--- config.mk ---
export PLATFORM = sky130hd
export DESIGN_NAME = pcm_frame_synchronizer
export DESIGN_NICKNAME = d
export VERILOG_FILES = /design/src/core/pfs_pkg.sv /design/src/core/pcm_frame_synchronizer.sv
export SDC_FILE = /design/constraint.sdc
export NUM_CORES = 1
export LEC_CHECK = 0
export ABC_AREA = 0
export BUFFER_PORTS_ARGS = -buffer_cell sky130_fd_sc_hd__buf_2
export CAP_MARGIN = 20
export CORE_MARGIN = 5
export CORE_UTILIZATION = 60
export CTS_CLUSTER_SIZE = 12
export DETAILED_ROUTE_END_ITERATION = 12
export PLACE_DENSITY = 0.85
export SYNTH_ARGS = -nofsm -noshare
export SYNTH_HDL_FRONTEND = slang
export SYNTH_SLANG_ARGS = --single-unit
--- constraint.sdc ---
create_clock -name sys_clk -period 10.5 [get_ports sys_clk]
set_input_delay 1.575 -clock sys_clk [delete_from_list [all_inputs] [get_ports sys_clk]]
set_output_delay 1.575 -clock sys_clk [all_outputs]
set_load 0.03 [all_outputs]
--- src/core/pfs_pkg.sv ---
// Purpose: shared constants and carriers for the PCM frame synchronizer
// Assumes: AHB-Lite register access, 32-bit data
// Notes: register offsets are byte addresses
package pfs_pkg;
  localparam logic [7:0] ADDR_CTRL = 8'h00;
  localparam logic [7:0] ADDR_FRAME = 8'h04;
  localparam logic [7:0] ADDR_SYNCLEN = 8'h08;
  localparam logic [7:0] ADDR_PAT_LO = 8'h0C;
  localparam logic [7:0] ADDR_PAT_HI = 8'h10;
  localparam logic [7:0] ADDR_MSK_LO = 8'h14;
  localparam logic [7:0] ADDR_MSK_HI = 8'h18;
  localparam logic [7:0] ADDR_ALLOW = 8'h1C;
  localparam logic [7:0] ADDR_CRIT = 8'h20;
  localparam logic [7:0] ADDR_STATUS = 8'h24;
  // CTRL field positions
  localparam int CTRL_SRC_LSB = 0;
  localparam int CTRL_MASK_EN = 2;
  localparam int CTRL_DIS = 3;
  localparam int CTRL_BURST = 4;
  localparam int CTRL_PHASE = 5;
  localparam int CTRL_AUTOPH = 6;
  localparam int CTRL_RS422 = 7;
  localparam int CTRL_ENABLE = 8;
  localparam logic [31:0] CTRL_RST = 32'h0000_0000;
  localparam logic [9:0] MINORS_RST = 10'h000;
  localparam logic [15:0] FRAMELEN_RST = 16'h0080;
  localparam logic [6:0] SYNCLEN_RST = 7'h20;
  localparam logic [6:0] SYNCLEN_MIN = 7'h10;
  localparam logic [6:0] SYNCLEN_MAX = 7'h40;
  localparam logic [7:0] CRIT_RST = 8'h01;
  localparam int AUTOPH_FAILS = 4;
  typedef enum logic [1:0] {
    SRC_BITSYNC,
    SRC_EXTERNAL,
    SRC_LOOPBACK,
    SRC_RSVD
  } pfs_src_t;
  typedef enum logic [1:0] {
    FL_SEARCH = 2'h0,
    FL_CHECK = 2'h1,
    FL_LOCK = 2'h2
  } pfs_lock_t;
  typedef struct packed {
    logic clk;
    logic data;
  } pfs_stream_t;
  typedef struct packed {
    logic [7:0] s2c;
    logic [7:0] c2l;
    logic [7:0] l2c;
    logic [7:0] c2s;
  } pfs_crit_t;
endpackage

--- src/core/pcm_frame_synchronizer.sv ---
// Purpose: PCM frame synchronizer with source select, sync correlator and lock machine
// Assumes: stream bit clocks far slower than sys_clk, sampled here with three flops
// Notes:
// Notes on behaviour
// - Major frame holds 1 to 1024 minor frames, programmable.
// - Minor frame length in bits includes the sync pattern bits.
// - Sync word length programmable 16 to 64; that many bits compared.
// - With masking on, mask ones exclude that bit from comparison.
// - Each unmasked mismatch is one error; accepted while within allowance.
// - Errors over allowance make a failed check, pushing state down.
// - Slips within allowance tolerated; larger slip counts as failed check.
// - Search moves to check after programmed number of detections.
// - Check moves to lock after programmed number of verifications.
// - Lock drops to check after programmed number of failures.
// - Check returns to search after programmed number of failures.
// - Data-in-search forwards data always; else only while locked.
// - Burst outputs from sync detection, ignores length, while syncs continue.
// - Burst acts as if all four transition counts were zero.
// - Source is one of bit sync, external, or simulator loopback.
// - Channel one external offers single-ended or RS422; channel two single-ended.
// - External data sampled on clock phase 0 or 180 degrees.
// - Auto phase lets the block choose the external clock phase itself.
// - Only one physical input routed at a time, never combined.
// - Lock state reported as 0 search, 1 check, 2 lock.
`timescale 1ns/1ps
`default_nettype none
module pcm_frame_synchronizer #(
  parameter int CHANNEL = 1,
  parameter int MAXSYNC = 64
) (
  input wire logic sys_clk,
  input wire logic rstn,
  input wire logic clk_en,
  input wire logic [31:0] haddr,
  input wire logic [1:0] htrans,
  input wire logic hwrite,
  input wire logic [2:0] hsize,
  input wire logic hsel,
  input wire logic hready,
  input wire logic [31:0] hwdata,
  output logic [31:0] hrdata,
  output logic hreadyout,
  output logic hresp,
  input wire pfs_pkg::pfs_stream_t bitsync_in,
  input wire pfs_pkg::pfs_stream_t ext_se_in,
  input wire pfs_pkg::pfs_stream_t ext_rs422_in,
  input wire pfs_pkg::pfs_stream_t loopback_in,
  output logic [1:0] frame_lock_state,
  output logic out_valid,
  output logic out_data,
  output logic out_frame_start,
  output logic [9:0] minor_index
);
  logic [31:0] ctrl_r;
  logic [9:0] minors_r;
  logic [15:0] framelen_r;
  logic [6:0] synclen_r;
  logic [63:0] pattern_r;
  logic [63:0] mask_r;
  logic [6:0] err_allow_r;
  logic [7:0] slip_allow_r;
  pfs_pkg::pfs_crit_t crit_r;
  logic wr_pend_r;
  logic [7:0] wr_addr_r;
  logic ap_valid;
  logic [6:0] synclen_nxt;

  // AHB-Lite slave, zero wait states, always OKAY
  assign ap_valid = hsel && hready && htrans[1];
  assign hreadyout = 1'b1;
  assign hresp = 1'b0;

  always_ff @(posedge sys_clk) begin
    if (!rstn) begin
      wr_pend_r <= 1'b0;
      wr_addr_r <= 8'h00;
    end else if (clk_en) begin
      wr_pend_r <= ap_valid && hwrite;
      wr_addr_r <= haddr[7:0];
    end
  end

  always_comb begin
    synclen_nxt = hwdata[6:0];
    if (hwdata[6:0] < pfs_pkg::SYNCLEN_MIN) begin
      synclen_nxt = pfs_pkg::SYNCLEN_MIN;
    end else if (hwdata[6:0] > pfs_pkg::SYNCLEN_MAX) begin
      synclen_nxt = pfs_pkg::SYNCLEN_MAX;
    end
  end

  always_ff @(posedge sys_clk) begin
    if (!rstn) begin
      ctrl_r <= pfs_pkg::CTRL_RST;
      minors_r <= pfs_pkg::MINORS_RST;
      framelen_r <= pfs_pkg::FRAMELEN_RST;
      synclen_r <= pfs_pkg::SYNCLEN_RST;
      pattern_r <= 64'h0;
      mask_r <= 64'h0;
      err_allow_r <= 7'h00;
      slip_allow_r <= 8'h00;
      crit_r <= {4{pfs_pkg::CRIT_RST}};
    end else if (clk_en && wr_pend_r) begin
      if (wr_addr_r == pfs_pkg::ADDR_CTRL) begin
        ctrl_r <= hwdata;
      end else if (wr_addr_r == pfs_pkg::ADDR_FRAME) begin
        // minors minus one, length includes sync
        minors_r <= hwdata[25:16];
        framelen_r <= hwdata[15:0];
      end else if (wr_addr_r == pfs_pkg::ADDR_SYNCLEN) begin
        synclen_r <= synclen_nxt;
      end else if (wr_addr_r == pfs_pkg::ADDR_PAT_LO) begin
        pattern_r[31:0] <= hwdata;
      end else if (wr_addr_r == pfs_pkg::ADDR_PAT_HI) begin
        pattern_r[63:32] <= hwdata;
      end else if (wr_addr_r == pfs_pkg::ADDR_MSK_LO) begin
        mask_r[31:0] <= hwdata;
      end else if (wr_addr_r == pfs_pkg::ADDR_MSK_HI) begin
        mask_r[63:32] <= hwdata;
      end else if (wr_addr_r == pfs_pkg::ADDR_ALLOW) begin
        err_allow_r <= hwdata[6:0];
        slip_allow_r <= hwdata[15:8];
      end else if (wr_addr_r == pfs_pkg::ADDR_CRIT) begin
        crit_r <= pfs_pkg::pfs_crit_t'(hwdata);
      end
    end
  end

  // Source selection
  pfs_pkg::pfs_src_t src;
  pfs_pkg::pfs_stream_t ext_sel;
  pfs_pkg::pfs_stream_t raw;
  logic rs422_ok;
  assign src = pfs_pkg::pfs_src_t'(ctrl_r[pfs_pkg::CTRL_SRC_LSB +: 2]);
  // second channel has no differential receiver
  assign rs422_ok = (CHANNEL == 1) && ctrl_r[pfs_pkg::CTRL_RS422];
  assign ext_sel = rs422_ok ? ext_rs422_in : ext_se_in;

  always_comb begin
    case (src)
      pfs_pkg::SRC_EXTERNAL: raw = ext_sel;
      pfs_pkg::SRC_LOOPBACK: raw = loopback_in;
      default: raw = bitsync_in;
    endcase
  end

  // Three-flop synchroniser, stage 1 read only by stage 2
  logic [2:0] clk_sy_r;
  logic [2:0] dat_sy_r;
  logic clk_st_r;
  always_ff @(posedge sys_clk) begin
    if (!rstn) begin
      clk_sy_r <= 3'h0;
      dat_sy_r <= 3'h0;
      clk_st_r <= 1'b0;
    end else if (clk_en) begin
      clk_sy_r <= {clk_sy_r[1:0], raw.clk};
      dat_sy_r <= {dat_sy_r[1:0], raw.data};
      if (clk_sy_r[1] == clk_sy_r[2]) begin
        clk_st_r <= clk_sy_r[2];
      end
    end
  end

  // phase select, auto mode flips after repeated failures
  logic auto_ph_r;
  logic [2:0] ph_fail_r;
  logic phase;
  logic rise;
  logic fall;
  logic bit_stb;
  assign phase = ctrl_r[pfs_pkg::CTRL_AUTOPH] ? auto_ph_r : ctrl_r[pfs_pkg::CTRL_PHASE];
  assign rise = (clk_sy_r[2] == clk_sy_r[1]) && clk_sy_r[2] && !clk_st_r;
  assign fall = (clk_sy_r[2] == clk_sy_r[1]) && !clk_sy_r[2] && clk_st_r;
  // external party supplies the clock edges used here
  assign bit_stb = ctrl_r[pfs_pkg::CTRL_ENABLE] &&
                   ((src == pfs_pkg::SRC_EXTERNAL && phase) ? fall : rise);

  // Correlator
  logic [MAXSYNC-1:0] shreg_r;
  logic [MAXSYNC-1:0] len_mask;
  logic [MAXSYNC-1:0] cmp_mask;
  logic [MAXSYNC-1:0] diff;
  logic [6:0] err_cnt;
  logic sync_ok;
  always_comb begin
    len_mask = '0;
    for (int i = 0; i < MAXSYNC; i++) begin
      len_mask[i] = (i < int'(synclen_r));
    end
    cmp_mask = ctrl_r[pfs_pkg::CTRL_MASK_EN] ? (len_mask & ~mask_r) : len_mask;
    diff = (shreg_r ^ pattern_r) & cmp_mask;
    err_cnt = 7'h00;
    for (int i = 0; i < MAXSYNC; i++) begin
      err_cnt = err_cnt + {6'h00, diff[i]};
    end
  end
  assign sync_ok = (err_cnt <= err_allow_r);

  always_ff @(posedge sys_clk) begin
    if (!rstn) begin
      shreg_r <= '0;
    end else if (clk_en && bit_stb) begin
      shreg_r <= {shreg_r[MAXSYNC-2:0], dat_sy_r[2]};
    end
  end

  // Lock machine
  pfs_pkg::pfs_lock_t st_r;
  logic [15:0] bitpos_r;
  logic [7:0] cnt_r;
  logic [7:0] slip_r;
  logic [9:0] minor_r;
  logic burst;
  logic at_frame;
  logic hit;
  logic [15:0] sync_end;
  logic good;
  logic bad;
  logic data_ok;
  assign burst = ctrl_r[pfs_pkg::CTRL_BURST];
  // sync occupies the last synclen bits of the frame
  assign sync_end = framelen_r - 16'h0001;
  // verification point one frame after last sync
  assign at_frame = (bitpos_r == sync_end);
  assign hit = sync_ok && bit_stb;
  // verdict at the expected sync point, outside search and burst
  always_comb begin
    good = 1'b0;
    bad = 1'b0;
    if (bit_stb && st_r != pfs_pkg::FL_SEARCH && !burst) begin
      good = at_frame && sync_ok;
      bad = at_frame && !sync_ok;
    end
  end

  always_ff @(posedge sys_clk) begin
    if (!rstn) begin
      st_r <= pfs_pkg::FL_SEARCH;
      bitpos_r <= 16'h0;
      cnt_r <= 8'h00;
      slip_r <= 8'h00;
      minor_r <= 10'h000;
    end else if (clk_en && bit_stb) begin
      bitpos_r <= at_frame ? 16'h0 : bitpos_r + 16'h0001;
      if (burst) begin
        // zero counts: lock on any sync, stay while syncs keep coming
        // A whole frame length without any sync ends the burst
        if (sync_ok) begin
          st_r <= pfs_pkg::FL_LOCK;
          bitpos_r <= 16'h0;
        end else if (at_frame) begin
          st_r <= pfs_pkg::FL_SEARCH;
        end
        cnt_r <= 8'h00;
      end else begin
        case (st_r)
          pfs_pkg::FL_SEARCH: begin
            if (sync_ok) begin
              bitpos_r <= 16'h0;
              if (cnt_r + 8'h01 >= crit_r.s2c) begin
                st_r <= pfs_pkg::FL_CHECK;
                cnt_r <= 8'h00;
              end else begin
                cnt_r <= cnt_r + 8'h01;
              end
            end
          end
          pfs_pkg::FL_CHECK: begin
            if (at_frame) begin
              if (sync_ok) begin
                slip_r <= 8'h00;
                if (cnt_r + 8'h01 >= crit_r.c2l) begin
                  st_r <= pfs_pkg::FL_LOCK;
                  cnt_r <= 8'h00;
                end else begin
                  cnt_r <= cnt_r + 8'h01;
                end
              end else if (slip_r < slip_allow_r) begin
                slip_r <= slip_r + 8'h01;
              end else if (cnt_r + 8'h01 >= crit_r.c2s) begin
                st_r <= pfs_pkg::FL_SEARCH;
                cnt_r <= 8'h00;
                slip_r <= 8'h00;
              end else begin
                cnt_r <= cnt_r + 8'h01;
              end
            end
          end
          pfs_pkg::FL_LOCK: begin
            if (at_frame) begin
              if (sync_ok) begin
                cnt_r <= 8'h00;
                slip_r <= 8'h00;
              end else if (slip_r < slip_allow_r) begin
                slip_r <= slip_r + 8'h01;
              end else if (cnt_r + 8'h01 >= crit_r.l2c) begin
                st_r <= pfs_pkg::FL_CHECK;
                cnt_r <= 8'h00;
                slip_r <= 8'h00;
              end else begin
                cnt_r <= cnt_r + 8'h01;
              end
            end
          end
          default: st_r <= pfs_pkg::FL_SEARCH;
        endcase
      end
      // minor index wraps after major count
      if ((burst && hit) || good) begin
        minor_r <= (minor_r >= minors_r) ? 10'h000 : minor_r + 10'h001;
      end
    end
  end

  // auto phase: repeated failures in check toggle sampling phase
  always_ff @(posedge sys_clk) begin
    if (!rstn) begin
      auto_ph_r <= 1'b0;
      ph_fail_r <= 3'h0;
    end else if (clk_en && bit_stb) begin
      if (st_r == pfs_pkg::FL_LOCK) begin
        ph_fail_r <= 3'h0;
      end else if (bad) begin
        if (ph_fail_r == 3'(pfs_pkg::AUTOPH_FAILS - 1)) begin
          ph_fail_r <= 3'h0;
          auto_ph_r <= !auto_ph_r;
        end else begin
          ph_fail_r <= ph_fail_r + 3'h1;
        end
      end
    end
  end

  // data-in-search, burst passes while locked on syncs
  assign data_ok = ctrl_r[pfs_pkg::CTRL_DIS] || (st_r == pfs_pkg::FL_LOCK) || (burst && hit);
  always_ff @(posedge sys_clk) begin
    if (!rstn) begin
      out_valid <= 1'b0;
      out_data <= 1'b0;
      out_frame_start <= 1'b0;
    end else if (clk_en) begin
      out_valid <= bit_stb && data_ok;
      out_data <= dat_sy_r[2];
      out_frame_start <= bit_stb && data_ok && (good || (burst && hit));
    end
  end

  assign frame_lock_state = st_r;
  assign minor_index = minor_r;

  always_ff @(posedge sys_clk) begin
    if (!rstn) begin
      hrdata <= 32'h0;
    end else if (clk_en && ap_valid && !hwrite) begin
      if (haddr[7:0] == pfs_pkg::ADDR_CTRL) begin
        hrdata <= ctrl_r;
      end else if (haddr[7:0] == pfs_pkg::ADDR_FRAME) begin
        hrdata <= {6'h00, minors_r, framelen_r};
      end else if (haddr[7:0] == pfs_pkg::ADDR_SYNCLEN) begin
        hrdata <= {25'h0, synclen_r};
      end else if (haddr[7:0] == pfs_pkg::ADDR_PAT_LO) begin
        hrdata <= pattern_r[31:0];
      end else if (haddr[7:0] == pfs_pkg::ADDR_PAT_HI) begin
        hrdata <= pattern_r[63:32];
      end else if (haddr[7:0] == pfs_pkg::ADDR_MSK_LO) begin
        hrdata <= mask_r[31:0];
      end else if (haddr[7:0] == pfs_pkg::ADDR_MSK_HI) begin
        hrdata <= mask_r[63:32];
      end else if (haddr[7:0] == pfs_pkg::ADDR_ALLOW) begin
        hrdata <= {16'h0, slip_allow_r, 1'b0, err_allow_r};
      end else if (haddr[7:0] == pfs_pkg::ADDR_CRIT) begin
        hrdata <= crit_r;
      end else if (haddr[7:0] == pfs_pkg::ADDR_STATUS) begin
        hrdata <= {10'h0, auto_ph_r, err_cnt, minor_r, 2'h0, st_r};
      end else begin
        hrdata <= 32'h0;
      end
    end
  end
endmodule
`default_nettype wire

== Word-level counts from Yosys, hierarchy flattened ==
Cells that the tools add are included.
Cells by class
  shift-type cells: 0
  reduce and logical (&&, ||, !) cells: 53
  bitwise operators: 14
  add/sub/neg operators: 69
  equality and inequality tests: 41
  $lt $le $gt $ge: 73
  multiplexer cells: 64
  multiply operators: 0
  div/mod/pow operators: 0
Operators with widths (count)
  adder 7 x 1 -> 7 bit: 57
  2-to-1 mux 32 bit: 9
  less-than comparator 6 x 7 -> 1 bit, first input constant: 32
  2-to-1 mux 8 bit: 20
  bitwise AND 64 bit: 2
  less-than comparator 5 x 7 -> 1 bit, first input constant: 16
  == test 8 x 5 -> 1 bit, second input constant: 8
  2-to-1 mux 16 bit: 4
  2-to-1 mux 64 bit: 1
  inverter 64 bit: 1
  XOR 64 bit: 1
  less-than comparator 4 x 7 -> 1 bit, first input constant: 8
  == test 8 x 4 -> 1 bit, second input constant: 4
  >= comparator 8 bit: 4
  2-to-1 mux 2 bit: 15
  less-than comparator 3 x 7 -> 1 bit, first input constant: 4
  == test 8 x 6 -> 1 bit, second input constant: 3
  inequality test 4 bit, second input constant: 6
  case mux 8 bit (3 select lines): 1
  2-to-1 mux 22 bit: 1
  logical AND 1 bit: 21
  inequality test 3 bit, second input constant: 7
  AND reduction 7 bit: 3
  adder 16 x 1 -> 16 bit, second input constant: 1
  48 further kinds: 85
Storage, ports and cells
  ROM bits: 0
  memory bits (writable): 0
  input bits: 83
  bits in latches: 0
  memories kept: 0
  output and inout port bits: 49
  register bits after elaboration: 403

== Logic depth before layout (Yosys ltp) ==
  word-level depth: 77
  mapped depth: 38

== Worst setup path after synthesis ==
OpenSTA, ideal clock, no wires.
  kind: register to register
  start: register synclen_r[6]
  end: register cnt_r[2]
  path slack: 1380 ps
  arrival: 9019 ps
  setup time: 101 ps
  buffers on the path: 3
  cell stages (with the launch flop): 31
  clock period less this slack: 9120 ps
  cells stage by stage: dfxtp_1 > or3_1 > clkbuf_1 > buf_1 > o311ai_0 > fa_1 > fa_1 > fa_1 > fa_1 > fa_1 > fa_1 > fa_1 > inv_1 > fa_1 > ha_1 > fa_1 > a21oi_1 > nor2_1 > nor2_1 > nor2b_1 > o21ai_0 > nand2b_1 > ha_1 > nor4_1 > o21ai_0 > and2_1 > clkbuf_1 > a211o_1 > a311oi_1 > nand2_1 > o41ai_1
On the way
  word-level cells in the longest chain between the ends: 72
  elaborated cells between the ends (all ways): 141
  those cells by class: add/sub (63); order compare (65); eq/ne (3); mux (7); bitwise (2); reduce/logical (1)
Ends and longest elaborated chain
  start: declaration: RTL line pcm_frame_synchronizer.sv:57  | logic [6:0] synclen_r;
  start signal: assignment: RTL line pcm_frame_synchronizer.sv:97  | synclen_r <= pfs_pkg::SYNCLEN_RST;
  start signal: assignment: RTL line pcm_frame_synchronizer.sv:111  | synclen_r <= synclen_nxt;
  less-than comparator 1 x 7 -> 1 bit: RTL line pcm_frame_synchronizer.sv:189  | len_mask[i] = (i < int'(synclen_r));
  bitwise AND 64 bit: RTL line pcm_frame_synchronizer.sv:191  | cmp_mask = ctrl_r[pfs_pkg::CTRL_MASK_EN] ? (len_mask & ~mask_r) : len_mask;
  2-to-1 mux 64 bit (*): RTL line pcm_frame_synchronizer.sv:191
  bitwise AND 64 bit (*): RTL line pcm_frame_synchronizer.sv:192  | diff = (shreg_r ^ pattern_r) & cmp_mask;
  adder 1 x 1 -> 2 bit: RTL line pcm_frame_synchronizer.sv:195  | err_cnt = err_cnt + {6'h00, diff[i]};
  adder 2 x 1 -> 3 bit: RTL line pcm_frame_synchronizer.sv:195
  adder 3 x 1 -> 4 bit: RTL line pcm_frame_synchronizer.sv:195
  adder 4 x 1 -> 5 bit: RTL line pcm_frame_synchronizer.sv:195
  adder 5 x 1 -> 6 bit: RTL line pcm_frame_synchronizer.sv:195
  adder 6 x 1 -> 7 bit: RTL line pcm_frame_synchronizer.sv:195
  adder 7 x 1 -> 7 bit (56 in series): RTL line pcm_frame_synchronizer.sv:195
  adder 7 x 1 -> 7 bit (*): RTL line pcm_frame_synchronizer.sv:195
  <= comparator 7 bit (*): RTL line pcm_frame_synchronizer.sv:198  | assign sync_ok = (err_cnt <= err_allow_r);
  2-to-1 mux 8 bit (on tied branches): RTL line pcm_frame_synchronizer.sv:292, pcm_frame_synchronizer.sv:271
  2-to-1 mux 8 bit (on tied branches): RTL line pcm_frame_synchronizer.sv:291, pcm_frame_synchronizer.sv:270
  case mux 8 bit (3 select lines): RTL line pcm_frame_synchronizer.sv:257  | case (st_r)
  2-to-1 mux 8 bit: RTL line pcm_frame_synchronizer.sv:246  | if (burst) begin
  end signal: assignment: RTL line pcm_frame_synchronizer.sv:265  | cnt_r <= cnt_r + 8'h01;
  end signal: assignment: RTL line pcm_frame_synchronizer.sv:286  | cnt_r <= cnt_r + 8'h01;
  end signal: assignment: RTL line pcm_frame_synchronizer.sv:302  | cnt_r <= cnt_r + 8'h01;
  end: declaration: RTL line pcm_frame_synchronizer.sv:211  | logic [7:0] cnt_r;
Every way passes the cells marked *; elsewhere a longest branch is shown, timed or not. The select of a mux whose other input is x is not followed.
A chain may end at the register's enable or synchronous reset.

== Worst setup path in the final report ==
  start: register synclen_r[6]
  end: register st_r[1], in the netlist frame_lock_state[1]
On the way
  word-level cells in the longest chain between the ends: 72
  elaborated cells between the ends (all ways): 143
  those cells by class: add/sub (63); order compare (65); eq/ne (6); mux (6); bitwise (2); reduce/logical (1)
Ends and longest elaborated chain
  less-than comparator 1 x 7 -> 1 bit: RTL line pcm_frame_synchronizer.sv:189
  bitwise AND 64 bit: RTL line pcm_frame_synchronizer.sv:191
  2-to-1 mux 64 bit (*): RTL line pcm_frame_synchronizer.sv:191
  bitwise AND 64 bit (*): RTL line pcm_frame_synchronizer.sv:192
  adder 1 x 1 -> 2 bit: RTL line pcm_frame_synchronizer.sv:195
  adder 2 x 1 -> 3 bit: RTL line pcm_frame_synchronizer.sv:195
  adder 3 x 1 -> 4 bit: RTL line pcm_frame_synchronizer.sv:195
  adder 4 x 1 -> 5 bit: RTL line pcm_frame_synchronizer.sv:195
  adder 5 x 1 -> 6 bit: RTL line pcm_frame_synchronizer.sv:195
  adder 6 x 1 -> 7 bit: RTL line pcm_frame_synchronizer.sv:195
  adder 7 x 1 -> 7 bit (56 in series): RTL line pcm_frame_synchronizer.sv:195
  adder 7 x 1 -> 7 bit (*): RTL line pcm_frame_synchronizer.sv:195
  <= comparator 7 bit (*): RTL line pcm_frame_synchronizer.sv:198
  2-to-1 mux 2 bit: RTL line pcm_frame_synchronizer.sv:271  | if (sync_ok) begin
  2-to-1 mux 2 bit: RTL line pcm_frame_synchronizer.sv:270  | if (at_frame) begin
  case mux 2 bit (3 select lines): RTL line pcm_frame_synchronizer.sv:257
  2-to-1 mux 2 bit: RTL line pcm_frame_synchronizer.sv:246
  end signal: assignment: RTL line pcm_frame_synchronizer.sv:250  | st_r <= pfs_pkg::FL_LOCK;
  end signal: assignment: RTL line pcm_frame_synchronizer.sv:262  | st_r <= pfs_pkg::FL_CHECK;
  end signal: assignment: RTL line pcm_frame_synchronizer.sv:274  | st_r <= pfs_pkg::FL_LOCK;
  end: declaration: RTL line pcm_frame_synchronizer.sv:209  | pfs_pkg::pfs_lock_t st_r;
Marked as above.

==> results.py <==
metrics = {
    "status": {
        "status": "complete, no violations",
    },
    "synth": {
        "synthCells": 2743,
        "yosysWarnings": 0,
        "synth-edff-count": 0,
        "synth_seq_cells": 403,
        "synth_cell_types": 76,
        "synth.area.top_cells": "dfxtp_1 37%, nand2_1 12%, a21oi_1 9.5%, fa_1 5.0%, ha_1 4.9%",
        "synth-main-ff-cell": "dfxtp_1",
        "syn_area_um2": 21500,
        "synth_seq_area_share": 0.375,
        "synthArstFlopShare": 0,
        "synth_top_area_share": 0.375,
        "postSynthAreaPerCell_um2": 7.85,
        "synth_fp_nets": 2965,
        "yosysTopAreaCell": "dfxtp_1",
    },
    "place": {
        "dp_hpwl_um": 52400,
        "numPortBuffers": 101,
        "gp_congestion": 0.989,
    },
    "clock_network": {
        "hold_buffers": 0,
        "clock_latency_ps": 580,
        "clk_pin_slew_ps": 60,
        "cts_sinks": 403,
        "htreeDepth": 2,
        "cts_tree": "yes",
        "cts_buffers": 43,
        "cts_root_buffer": "clkbuf_16",
        "cts.path.max_buffers": 3,
    },
    "sta": {
        "period_share": 0.957,
        "final.setup.tns_ps": 0,
        "final-setup-viol-count": 0,
        "slew_viol_final": 0,
        "rsz0062_at_grt": "false",
        "min_period_ps": 10050,
        "hold_viol_final": 0,
        "max_freq_ghz": 0.0995,
        "worstMarginPinSlew_ps": 1210,
        "slew_headroom": 0.194,
        "fin_skew_ps": 31.5,
    },
    "critical_path": {
        "crit_path_top_delay_cell": "a21oi_1",
        "startpoint_type": "flip-flop",
        "cp_common_cell": "fa_1",
        "required_ps": 10970,
        "worstPathArrival_ps": 10520,
        "crit_type": "reg -> reg",
        "cp-end-kind": "flip-flop",
        "slowest_delay_ps": 630,
        "path_max_fanout": 12,
        "rr_worst_depth": 34,
    },
    "floorplanning": {
        "rows": 69,
        "core_um2": 35500,
        "initial_core_util": 0.607,
        "die_w_um": 199,
        "die_y_um": 199,
        "ios": 132,
        "die-area_um2": 39800,
    },
    "detailed_routing": {
        "first_pass_iters": 9,
        "drcViolationCount": 0,
        "ant_nets": 0,
        "viasPerCell": 6.51,
        "vias": 20900,
        "avgRoutedWirePerCell_um": 23.7,
        "detail_route.iter0.violations": 3016,
        "wirelength_um": 76200,
    },
    "finish": {
        "layout.nets": 2952,
        "final_common_cell": "nand2_1",
        "layout_common_cells": "665 x nand2_1, 406 x a21oi_1, 402 x dfxtp_1, 131 x inv_1, 121 x nor2_1",
        "area_growth_pct": 9.93,
        "drive_gt1_frac": 0.0918,
        "fillers": 2864,
    },
    "run": {
        "cap_violations": 0,
    },
    "grt": {
        "overflow": 0,
        "grt_pass1_wl_um": 115000,
        "grtUsageMet2": 0.579,
        "use_met3": 0.103,
        "grt_max_degree": 157,
        "grt_pass1_vias": 19700,
        "grt.total_usage": 0.373,
        "grt_busiest_layer": "met2",
        "antenna_found_initial": 3,
        "gr-usage-met1": 0.485,
    },
    "pwr": {
        "max-vdd-ir-drop_mv": 0.156,
        "leakage_uw": 0.00875,
        "finalPower_uw": 3200,
        "p_per_area_nw_per_um2": 135,
    },
    "min_path": {
        "hold_depth": 2,
        "worstHoldPathType": "reg -> reg",
    },
}
## area by class of cell
class | count | area [um2] | share of cell area
Antenna cell | 1 | 2.50 | 0.000106
Clock buffer | 59 | 1220 | 0.0514
Clock inverter | 11 | 195 | 0.00825
Inverter | 132 | 503 | 0.0212
Multi-Input combinational cell | 2014 | 12300 | 0.520
Sequential cell | 403 | 8070 | 0.341
Tap cell | 461 | 577 | 0.0244
Timing Repair Buffer | 136 | 797 | 0.0337
## cells in the mapped netlist, drive strengths merged, types with 7 or more instances
library cell / count
ha: 85
or3: 9
nor2: 126
nor2b: 14
xnor2: 82
xor2: 29
nand2: 668
nor4: 16
mux2: 9
and3: 24
mux2i: 44
nor3b: 7
a2111oi: 7
nand2b: 14
nor3: 31
clkbuf: 175
buf: 19
fa: 54
a31oi: 15
inv: 132
a22oi: 15
a221oi: 45
nand4: 13
a21o: 17
or2: 10
o211ai: 14
a21oi: 408
nand3: 37
a211o: 17
a211oi: 22
a222oi: 24
o21ai: 84
and2: 8
dfxtp: 403
## final timing paths
check	startpoint	endpoint	slack, ps
min reg2reg	ctrl_r[26]$_SDFFE_PN0P_	ctrl_r[26]$_SDFFE_PN0P_	460
min	ctrl_r[26]$_SDFFE_PN0P_	ctrl_r[26]$_SDFFE_PN0P_	460
max	synclen_r[6]$_SDFFE_PN0P_	frame_lock_state[1]$_SDFFE_PN0P_	450
max reg2reg	synclen_r[6]$_SDFFE_PN0P_	frame_lock_state[1]$_SDFFE_PN0P_	450
## sequential cells by signal, indices dropped and copies added (netlist names), 2 cells and up
register / flops
frame_lock_state: 2
wr_addr_r: 8
pattern_r: 64
mask_r: 64
dat_sy_r: 3
framelen_r: 16
minor_index: 10
ph_fail_r: 3
ctrl_r: 32
synclen_r: 7
err_allow_r: 7
crit_r: 32
slip_r: 8
slip_allow_r: 8
minors_r: 10
hrdata: 32
clk_sy_r: 3
cnt_r: 8
shreg_r: 64
bitpos_r: 16
## per-layer routing
metal	share of wire	vias to the layer above
met5	0.00093	-
met4	0.050	6
met3	0.13	271
met2	0.44	1519
met1	0.37	9792
li1	-	9356
## stage by stage
step | hold WS, ps | instances | utilization | setup WS [ps] | instance area, um2
final | 458 | 3217 | 0.667 | 450 | 23700
after floorplan | 436 | 2743 | - | 1380 | 21500
after detailed placement | 448 | 3145 | 0.626 | 449 | 22200
after global placement | 441 | 3144 | 0.626 | 464 | 22200
after CTS | 457 | 3215 | 0.666 | 387 | 23600
after global routing | 477 | 3216 | 0.667 | 14.5 | 23700
## report_power, final
group | total, uW | internal (uW) | switching (uW)
Sequential | 1540 | 1530 | 4.36
Combinational | 104 | 23.3 | 80.7
Clock | 1560 | 929 | 632
## logic make-up after synthesis
| logic type | after synthesis | share of synthesized area |
|---|---|---|
| XOR/XNOR | 111 | 0.0451 |
| AND/OR/NAND/NOR | 994 | 0.195 |
| AO/OA/AOI/OAI | 715 | 0.202 |
| multiplexers | 53 | 0.0252 |
| other | 2 | 0.000349 |
| flip-flops | 403 | 0.375 |
| buffers and inverters | 326 | 0.0579 |
| adder cells (fa/ha/maj) | 139 | 0.0996 |
## worst max-delay path, delay by kind of cell (launching register included)
| kind | cells | cell delay (ps) |
|---|---|---|
| AOI/OAI and AO/OA | 9 | 2240 |
| adders and majority gates | 11 | 4950 |
| buffers and inverters | 6 | 500 |
| DFF | 1 | 390 |
| and+or+nand+nor | 8 | 1880 |
## what timing repair did
action	CTS	global route
resized for setup	0	7
setup buffers	0	0
setup endpoints to repair	0	13
(Power assumes the default switching activity.)
